===== src/logic/lsd_pkg.sv =====
// Package with line state codes, detector levels and carrier structs
package lsd_pkg;

  // Line state from {ctrl_in_a, ctrl_in_b}
  typedef enum logic [1:0] {
    LSD_OPEN    = 2'b00,
    LSD_ACTIVE  = 2'b01,
    LSD_RINGING = 2'b10,
    LSD_STANDBY = 2'b11
  } lsd_state_e;

  // Sensed voltages in millivolts, two's complement
  localparam int LSD_MV_W = 12;
  localparam logic signed [LSD_MV_W-1:0] LSD_LOOP_REF_MV = 12'sh4E2;

  // Detector routing selector values
  localparam logic LSD_SEL_GND_KEY = 1'b0;
  localparam logic LSD_SEL_LOOP_RT = 1'b1;

  typedef struct packed {
    logic [1:0] ctrl;        // {ctrl_in_a, ctrl_in_b}
    logic detect_out_enable_n;
    logic detector_select;
  } lsd_ctrl_s;

  typedef struct packed {
    logic amp_power;         // Line drive amplifiers powered and connected
    logic line_drive_en;     // tip_drive and ring_drive driving the line
    logic transmit_en;       // Voice transmission enabled
    logic ring_relay_on;     // Ring relay driver energised
    logic resistive_feed;    // Resistive loop feed engaged
    logic gnd_key_active;
    logic loop_cur_active;
    logic ringtrip_active;
  } lsd_line_s;

endpackage


===== src/logic/lsd_decoder.sv =====
// Line state decoder and detect output multiplexer
`timescale 1ns/1ps

// How it works
// - Two control inputs decode to open circuit, active, ringing and stand-by.
// - Open circuit: amplifiers off, line high impedance, no detector, detect high.
// - Ringing: relay on, ring trip active, line high impedance, no transmission.
// - Active: normal transmission, loop current and ground key detectors active.
// - Stand-by: amplifiers off, resistive feed, both loop detectors stay active.
// - Enable low drives detect output; enable high leaves only the pull-up.
// - With enable high detectors stay active but detect output stays high.
// - Select low routes ground key; high routes loop current or ring trip.
// - Enabled detect output is low when triggered, high when not.
// - Ring trip tripped when sense input falls below reference input.
// - Loop detector triggers when sensed voltage exceeds the internal reference.
module lsd_decoder (
  input wire logic clk,
  input wire logic arst_n,
  input wire logic ctrl_in_a,
  input wire logic ctrl_in_b,
  input wire logic detect_out_enable_n,
  input wire logic detector_select,
  input wire logic gnd_key_trip,
  input wire logic signed [lsd_pkg::LSD_MV_W-1:0] loop_sense_mv,
  input wire logic signed [lsd_pkg::LSD_MV_W-1:0] ringtrip_sense_in,
  input wire logic signed [lsd_pkg::LSD_MV_W-1:0] ringtrip_ref_in,
  output lsd_pkg::lsd_state_e line_state,
  output lsd_pkg::lsd_line_s line_ctrl,
  output logic tip_drive,
  output logic ring_drive,
  output logic detect_out_n,
  output logic detect_out_oe_n
);

  lsd_pkg::lsd_ctrl_s ctl;
  logic loop_trip;
  logic rt_trip;
  logic sel_valid;
  logic sel_trip;

  assign ctl = '{ctrl: {ctrl_in_a, ctrl_in_b}, detect_out_enable_n: detect_out_enable_n,
                 detector_select: detector_select};

  assign line_state = lsd_pkg::lsd_state_e'(ctl.ctrl);

  a_decode_open: assert property (@(posedge clk) disable iff (!arst_n)
    (!ctrl_in_a && !ctrl_in_b) |-> (line_state == lsd_pkg::LSD_OPEN))
    else $error("open code decoded wrong");

  a_decode_active: assert property (@(posedge clk) disable iff (!arst_n)
    (!ctrl_in_a && ctrl_in_b) |-> (line_state == lsd_pkg::LSD_ACTIVE))
    else $error("active code decoded wrong");

  a_decode_ring: assert property (@(posedge clk) disable iff (!arst_n)
    (ctrl_in_a && !ctrl_in_b) |-> (line_state == lsd_pkg::LSD_RINGING))
    else $error("ringing code decoded wrong");

  a_decode_standby: assert property (@(posedge clk) disable iff (!arst_n)
    (ctrl_in_a && ctrl_in_b) |-> (line_state == lsd_pkg::LSD_STANDBY))
    else $error("standby code decoded wrong");

  // Comparators
  assign loop_trip = loop_sense_mv > lsd_pkg::LSD_LOOP_REF_MV;
  assign rt_trip = ringtrip_sense_in < ringtrip_ref_in;

  always_comb
  begin
    line_ctrl = '0;
    case (line_state)
      lsd_pkg::LSD_OPEN:
      begin
        line_ctrl = '0;
      end
      lsd_pkg::LSD_ACTIVE:
      begin
        line_ctrl.amp_power = 1'b1;
        line_ctrl.line_drive_en = 1'b1;
        line_ctrl.transmit_en = 1'b1;
        line_ctrl.gnd_key_active = 1'b1;
        line_ctrl.loop_cur_active = 1'b1;
      end
      lsd_pkg::LSD_RINGING:
      begin
        line_ctrl.ring_relay_on = 1'b1;
        line_ctrl.ringtrip_active = 1'b1;
      end
      lsd_pkg::LSD_STANDBY:
      begin
        line_ctrl.resistive_feed = 1'b1;
        line_ctrl.gnd_key_active = 1'b1;
        line_ctrl.loop_cur_active = 1'b1;
      end
      default:
      begin
        line_ctrl = '0;
      end
    endcase
  end

  // Line terminals only carry drive while amplifiers are connected
  assign tip_drive = line_ctrl.line_drive_en;
  assign ring_drive = line_ctrl.line_drive_en;

  // Detector routing; unselected or inactive reads as not triggered
  always_comb
  begin
    sel_valid = 1'b0;
    sel_trip = 1'b0;
    if (ctl.detector_select == lsd_pkg::LSD_SEL_GND_KEY)
    begin
      sel_valid = line_ctrl.gnd_key_active;
      sel_trip = gnd_key_trip;
    end
    else if (line_ctrl.ringtrip_active)
    begin
      sel_valid = 1'b1;
      sel_trip = rt_trip;
    end
    else
    begin
      sel_valid = line_ctrl.loop_cur_active;
      sel_trip = loop_trip;
    end
  end

  // Disabled output floats to the internal pull-up
  assign detect_out_oe_n = detect_out_enable_n;
  assign detect_out_n = ctl.detect_out_enable_n ? 1'b1 : ~(sel_valid & sel_trip);

  a_open_quiet: assert property (@(posedge clk) disable iff (!arst_n)
    (!ctrl_in_a && !ctrl_in_b) |-> (detect_out_n && line_ctrl == '0 && !tip_drive))
    else $error("open circuit not quiet");

  a_ring_setup: assert property (@(posedge clk) disable iff (!arst_n)
    (ctrl_in_a && !ctrl_in_b) |-> (line_ctrl.ring_relay_on && !ring_drive &&
      !line_ctrl.transmit_en && (detector_select || detect_out_n)))
    else $error("ringing state wrong");

  a_active_setup: assert property (@(posedge clk) disable iff (!arst_n)
    (!ctrl_in_a && ctrl_in_b) |-> (line_ctrl.transmit_en && line_ctrl.gnd_key_active &&
      line_ctrl.loop_cur_active && tip_drive))
    else $error("active state wrong");

  a_standby_setup: assert property (@(posedge clk) disable iff (!arst_n)
    (ctrl_in_a && ctrl_in_b) |-> (line_ctrl.resistive_feed && !line_ctrl.amp_power &&
      line_ctrl.loop_cur_active && line_ctrl.gnd_key_active))
    else $error("standby state wrong");

  a_disabled_high: assert property (@(posedge clk) disable iff (!arst_n)
    detect_out_enable_n |-> (detect_out_n && detect_out_oe_n))
    else $error("disabled detect not high");

  a_gnd_key_route: assert property (@(posedge clk) disable iff (!arst_n)
    (!detect_out_enable_n && !detector_select && ctrl_in_b) |->
      (detect_out_n == !gnd_key_trip))
    else $error("ground key not routed");

  a_loop_route: assert property (@(posedge clk) disable iff (!arst_n)
    (!detect_out_enable_n && detector_select && ctrl_in_b) |->
      (detect_out_n == (loop_sense_mv <= lsd_pkg::LSD_LOOP_REF_MV)))
    else $error("loop current not routed");

  a_ringtrip_route: assert property (@(posedge clk) disable iff (!arst_n)
    (!detect_out_enable_n && detector_select && ctrl_in_a && !ctrl_in_b) |->
      (detect_out_n == (ringtrip_sense_in >= ringtrip_ref_in)))
    else $error("ring trip not routed");

  a_follow_ctrl: assert property (@(posedge clk) disable iff (!arst_n)
    line_state == lsd_pkg::lsd_state_e'({ctrl_in_a, ctrl_in_b}))
    else $error("state decode lags inputs");

  a_open_no_drive: assert property (@(posedge clk) disable iff (!arst_n)
    (!ctrl_in_a && !ctrl_in_b) |-> (!tip_drive && !ring_drive && !line_ctrl.amp_power))
    else $error("open circuit drives line");

  a_ring_quiet: assert property (@(posedge clk) disable iff (!arst_n)
    (ctrl_in_a && !ctrl_in_b) |-> (!tip_drive && !line_ctrl.amp_power &&
      !line_ctrl.gnd_key_active && !line_ctrl.loop_cur_active))
    else $error("ringing state not isolated");

  a_standby_no_drive: assert property (@(posedge clk) disable iff (!arst_n)
    (ctrl_in_a && ctrl_in_b) |-> (!tip_drive && !ring_drive && !line_ctrl.line_drive_en))
    else $error("standby drives line");

  a_enabled_drive: assert property (@(posedge clk) disable iff (!arst_n)
    !detect_out_enable_n |-> !detect_out_oe_n)
    else $error("enabled detect not driven");

  a_detectors_kept: assert property (@(posedge clk) disable iff (!arst_n)
    detect_out_enable_n |-> (line_ctrl.gnd_key_active == ctrl_in_b &&
      line_ctrl.loop_cur_active == ctrl_in_b &&
      line_ctrl.ringtrip_active == (ctrl_in_a && !ctrl_in_b)))
    else $error("detectors dropped while disabled");

  a_select_gnd_idle: assert property (@(posedge clk) disable iff (!arst_n)
    (!detect_out_enable_n && !detector_select && !ctrl_in_b) |-> detect_out_n)
    else $error("ground key routed without detector");

  a_low_means_trip: assert property (@(posedge clk) disable iff (!arst_n)
    !detect_out_n |-> (!detect_out_enable_n && (gnd_key_trip ||
      loop_sense_mv > lsd_pkg::LSD_LOOP_REF_MV || ringtrip_sense_in < ringtrip_ref_in)))
    else $error("detect low without trip");

  a_amp_only_active: assert property (@(posedge clk) disable iff (!arst_n)
    line_ctrl.amp_power |-> (line_state == lsd_pkg::LSD_ACTIVE))
    else $error("amplifiers on outside active");

  a_transmit_only_active: assert property (@(posedge clk) disable iff (!arst_n)
    line_ctrl.transmit_en |-> (line_state == lsd_pkg::LSD_ACTIVE))
    else $error("transmission outside active");

  a_drive_only_active: assert property (@(posedge clk) disable iff (!arst_n)
    (tip_drive || ring_drive) |-> (line_state == lsd_pkg::LSD_ACTIVE))
    else $error("line driven outside active");

  a_relay_only_ring: assert property (@(posedge clk) disable iff (!arst_n)
    line_ctrl.ring_relay_on |-> (line_state == lsd_pkg::LSD_RINGING))
    else $error("ring relay on outside ringing");

  a_ringtrip_only_ring: assert property (@(posedge clk) disable iff (!arst_n)
    line_ctrl.ringtrip_active |-> (line_state == lsd_pkg::LSD_RINGING))
    else $error("ring trip active outside ringing");

  a_feed_only_standby: assert property (@(posedge clk) disable iff (!arst_n)
    line_ctrl.resistive_feed |-> (line_state == lsd_pkg::LSD_STANDBY))
    else $error("resistive feed outside standby");

endmodule


===== config.mk =====
export PLATFORM = sky130hd
export DESIGN_NAME = lsd_decoder
export DESIGN_NICKNAME = d
export VERILOG_FILES = /design/src/logic/lsd_pkg.sv /design/src/logic/lsd_decoder.sv
export SDC_FILE = /design/constraint.sdc
export NUM_CORES = 1
export LEC_CHECK = 0
export BUFFER_PORTS_ARGS = -buffer_cell sky130_fd_sc_hd__buf_2
export CAP_MARGIN = 10
export CORE_AREA = 5 5 42 44
export DETAILED_ROUTE_END_ITERATION = 12
export DIE_AREA = 0 0 47 49
export PLACE_DENSITY = 0.82
export SYNTH_ARGS = -nofsm -noshare
export SYNTH_HDL_FRONTEND = slang
export SYNTH_SLANG_ARGS = --single-unit

===== constraint.sdc =====
create_clock -name vclk -period 3.15
set_clock_uncertainty 0.05 [all_clocks]
set_input_delay 0.315 -clock vclk [all_inputs]
set_output_delay 0.315 -clock vclk [all_outputs]
set_load 0.05 [all_outputs]

# == Word-level counts from Yosys, hierarchy flattened ==
# Cells that the tools add are included.
# totals
output_inout_bits,14
regBits,0
in_bits,43
# op_classes
n_mux,9
n_reduce_logical,1
bitwise_logic,2
n_lt_le_gt_ge,2
eq_ne,3
# op_table
op,count
"12-bit greater-than comparator, second input constant",1
12-bit less-than comparator,1
1-bit 2-to-1 mux,7
"2-bit equality test, second input constant",2
3-bit 2-to-1 mux,1
"2-bit by 1-bit equality test with 1-bit output, second input constant",1
2-bit 2-to-1 mux,1
2-bit OR reduction,1
1-bit AND,1
1-bit NOT,1

# == Longest topological paths before layout ==
# logic_depth
depth_word,8
ltp_mapped,7
mapped_depth_nobuf,7

# == Worst setup path after synthesis ==
# OpenSTA, ideal clock, no wires.
# synth_timing
kind,input-to-output
from,input port ringtrip_ref_in[2] (netlist bit)
to,output port detect_out_n
n_path_buf,0
path_slack_ps,744
cell_stages,7
arrival_ps,2041
cell_sequence,inv_1 ha_1 o21ai_0 o21bai_1 a21oi_1 o41ai_2 mux2i_1
# synth_between
elab_chain_cells,6
# synth_lines
item,line,source
"start, declared",lsd_decoder.sv:26,"input wire logic signed [lsd_pkg::LSD_MV_W-1:0] ringtrip_ref_in,"
12-bit less-than comparator,lsd_decoder.sv:64,assign rt_trip = ringtrip_sense_in < ringtrip_ref_in;
1-bit 2-to-1 mux,lsd_decoder.sv:114,else if (line_ctrl.ringtrip_active)
1-bit 2-to-1 mux,lsd_decoder.sv:109,if (ctl.detector_select == lsd_pkg::LSD_SEL_GND_KEY)
1-bit AND,lsd_decoder.sv:128,assign detect_out_n = ctl.detect_out_enable_n ? 1'b1 : ~(sel_valid & sel_trip);
1-bit NOT,lsd_decoder.sv:128,
1-bit 2-to-1 mux,lsd_decoder.sv:128,
"end, declared",lsd_decoder.sv:31,"output logic detect_out_n,"
# Every way passes these cells.

# == Worst setup path in the final report ==
# layout_timing
from,input port ringtrip_ref_in[1] (netlist bit)
to,output port detect_out_n
# Same word-level chain as after synthesis.

==> summary.txt <==
Floorplanning
  • I/O pin count: 57
  • Die ar.: 2300 µm²
  • Die Height: 49 µm
  • FP Rows: 14
  • Die width: 47 µm
  • Placeable Area: 1400 µm²
  • Initial Util: 0.323

Detailed routing
  • DR vias: 595
  • Vias per cell: 4.76
  • # DRC: 0
  • Final wirelength: 1.26 mm
  • Drt first pass iters: 2
  • ANT nets after route: 0
  • Routed len/inst: 10.1 µm
  • Initial DRC Count: 1

Global routing
  • Global route total overflow: 0
  • GRT Util Overall: 0.112
  • Initial antenna violation count: 0
  • First-pass GRT wire length: 2.15 mm
  • Vias in the first global route: 603
  • Largest net degree at the start of global routing: 8

Synth
  • Most common cell in the netlist: inv_1
  • Syn Area/Cell: 7.08 µm²
  • Most area-hungry cell type in the Yosys netlist: ha_1
  • Sequential area share after synthesis: 0
  • Synth warnings: 0
  • Top post-synthesis cells by count: inv_1 (13), ha_1 (11), buf_4 (9)
  • Post-synth cell types: 23
  • Post-synthesis instance total: 64
  • Mapped Area: 453 µm²
  • Syn nets: 118
  • Top cells by area, synth: ha_1 (30%), buf_4 (15%), inv_1 (11%)
  • Area share of the largest cell type after synthesis: 0.304

STA
  • Final period utilization: 0.673
  • Setup violators final: 0
  • Max_slew headroom: 0.821
  • TNS Setup: 0 ps
  • Fin crit period: 2120 ps
  • Hold Fails Final Rpt: 0
  • WHS: 889 ps
  • Final max-slew violation count: 0
  • RSZ-0062 raised after global routing: false
  • Worst Tran Pin Value: 266 ps
  • Max Fclk: 0.472 GHz

Setup path
  • Crit Path Class: input pin to primary output
  • Worst Path Arrival: 1750 ps
  • Critical path required time: 2780 ps
  • CP max FO: 1
  • CP Launch Type: input pin
  • Crit. End Element: primary output

Pwr
  • Pwr Total: 0.000107 W
  • Clock share of power: 0
  • Worst vdd ir: 0.000102 V
  • P_sw: 0.0000653 W
  • Sw Share: 0.613
  • PD cells: 157 nW/µm²
  • Comb power frac: 1.000
  • Internal: 0.0000413 W
  • Lkg Pwr: 0.441 nW
  • Sequential power share: 0

Cells and area
  • Sequential cell count: 0
  • Layout area overhead: 49.4%
  • # clk buffers: 0
  • FILL cells: 163
  • Post-Layout Cell Count: 125
  • # diodes: 0
  • Share of cells above drive strength 1: 0.523
  • Seq. cell area: 0 µm²
  • Nets: 165
  • Finished Core Util: 0.483

Clock tree
  • Hold buffer count at CTS: 0
  • Post-CTS sizing: 0
  • Total setup buffers inserted after CTS: 0

Run
  • Total of max-cap violations: 0

Place
  • Global placer's final weighted congestion: 0.690
  • I/O Buffers: 55
  • Dpl cells: 125
  • Hpwl dp: 1.26 mm

Worst hold path
  • Worst hold path type: input pin to primary output

Outcome
  • Status: finished clean
[power groups by stage]
stage               Sequential [W]  Combinational (W)  Clock [W]
floorplan                        0          0.0000747          0
global placement                 0           0.000105          0
detailed placement               0           0.000108          0
CTS                              0           0.000109          0
global route                     0           0.000119          0
finish                           0           0.000107          0
[routing by layer]
layer / GRT usage / wire, µm / vias to the layer above
li1: - / - / 299
met1: 0.126 / 389 / 253
met2: 0.210 / 616 / 43
met3: 0.0295 / 255 / 0
met4: 0 / 0 / 0
met5: 0 / 0 / -
[worst max-delay path, cell delays in order]
cell and delay (ps):
buf_2 80, inv_1 30, ha_1 250, o21ai_0 60
o21bai_1 120, a21oi_1 90, o41ai_2 300, mux2i_1 210
buf_2 280
[final timing paths]
path	start	to	cells after the start
max	ringtrip_ref_in[1]	detect_out_n	9
min	detect_out_enable_n	detect_out_oe_n	2
[through the flow]
stage          setup WS (ps)  cell area (µm²)
3_3_place_gp            1000              677
2_1_floorplan            744              453
4_1_cts                 1000              677
5_1_grt                  844              677
6_report                1030              677
3_5_place_dp            1010              677
[cell usage in the layout (no fill, tap or decap), drive strengths merged]
cell     netlist  layout
nor3b          1       1
o21ai          2       2
buf            9      55
a21oi          3       3
and2           1       1
o22ai          1       1
nand2          5       5
o211ai         1       1
o21bai         1       1
and3b          1       1
nand4b         2       2
a2111oi        1       1
nor2           2       2
nand3          1       1
nand4          1       1
nor2b          2       2
inv           13      13
ha            11      11
o41ai          1       1
nor3           2       2
a21o           1       1
mux2i          1       1
[cell type report]
type                            count  area (µm²)  area share
Inverter                           13        48.8      0.0721
Timing Repair Buffer               55         275       0.407
Tap cell                           16        20.0      0.0296
Multi-Input combinational cell     41         333       0.492
[logic make-up after synthesis]
kind of cell             Yosys count  synth area share
buffers and inverters             23             0.265
adder cells (fa/ha/maj)           11             0.304
AO/OA/AOI/OAI                     11             0.188
AND/OR/NAND/NOR                   18             0.221
multiplexers                       1            0.0221
Note: power is estimated with default switching activity, not from simulation.
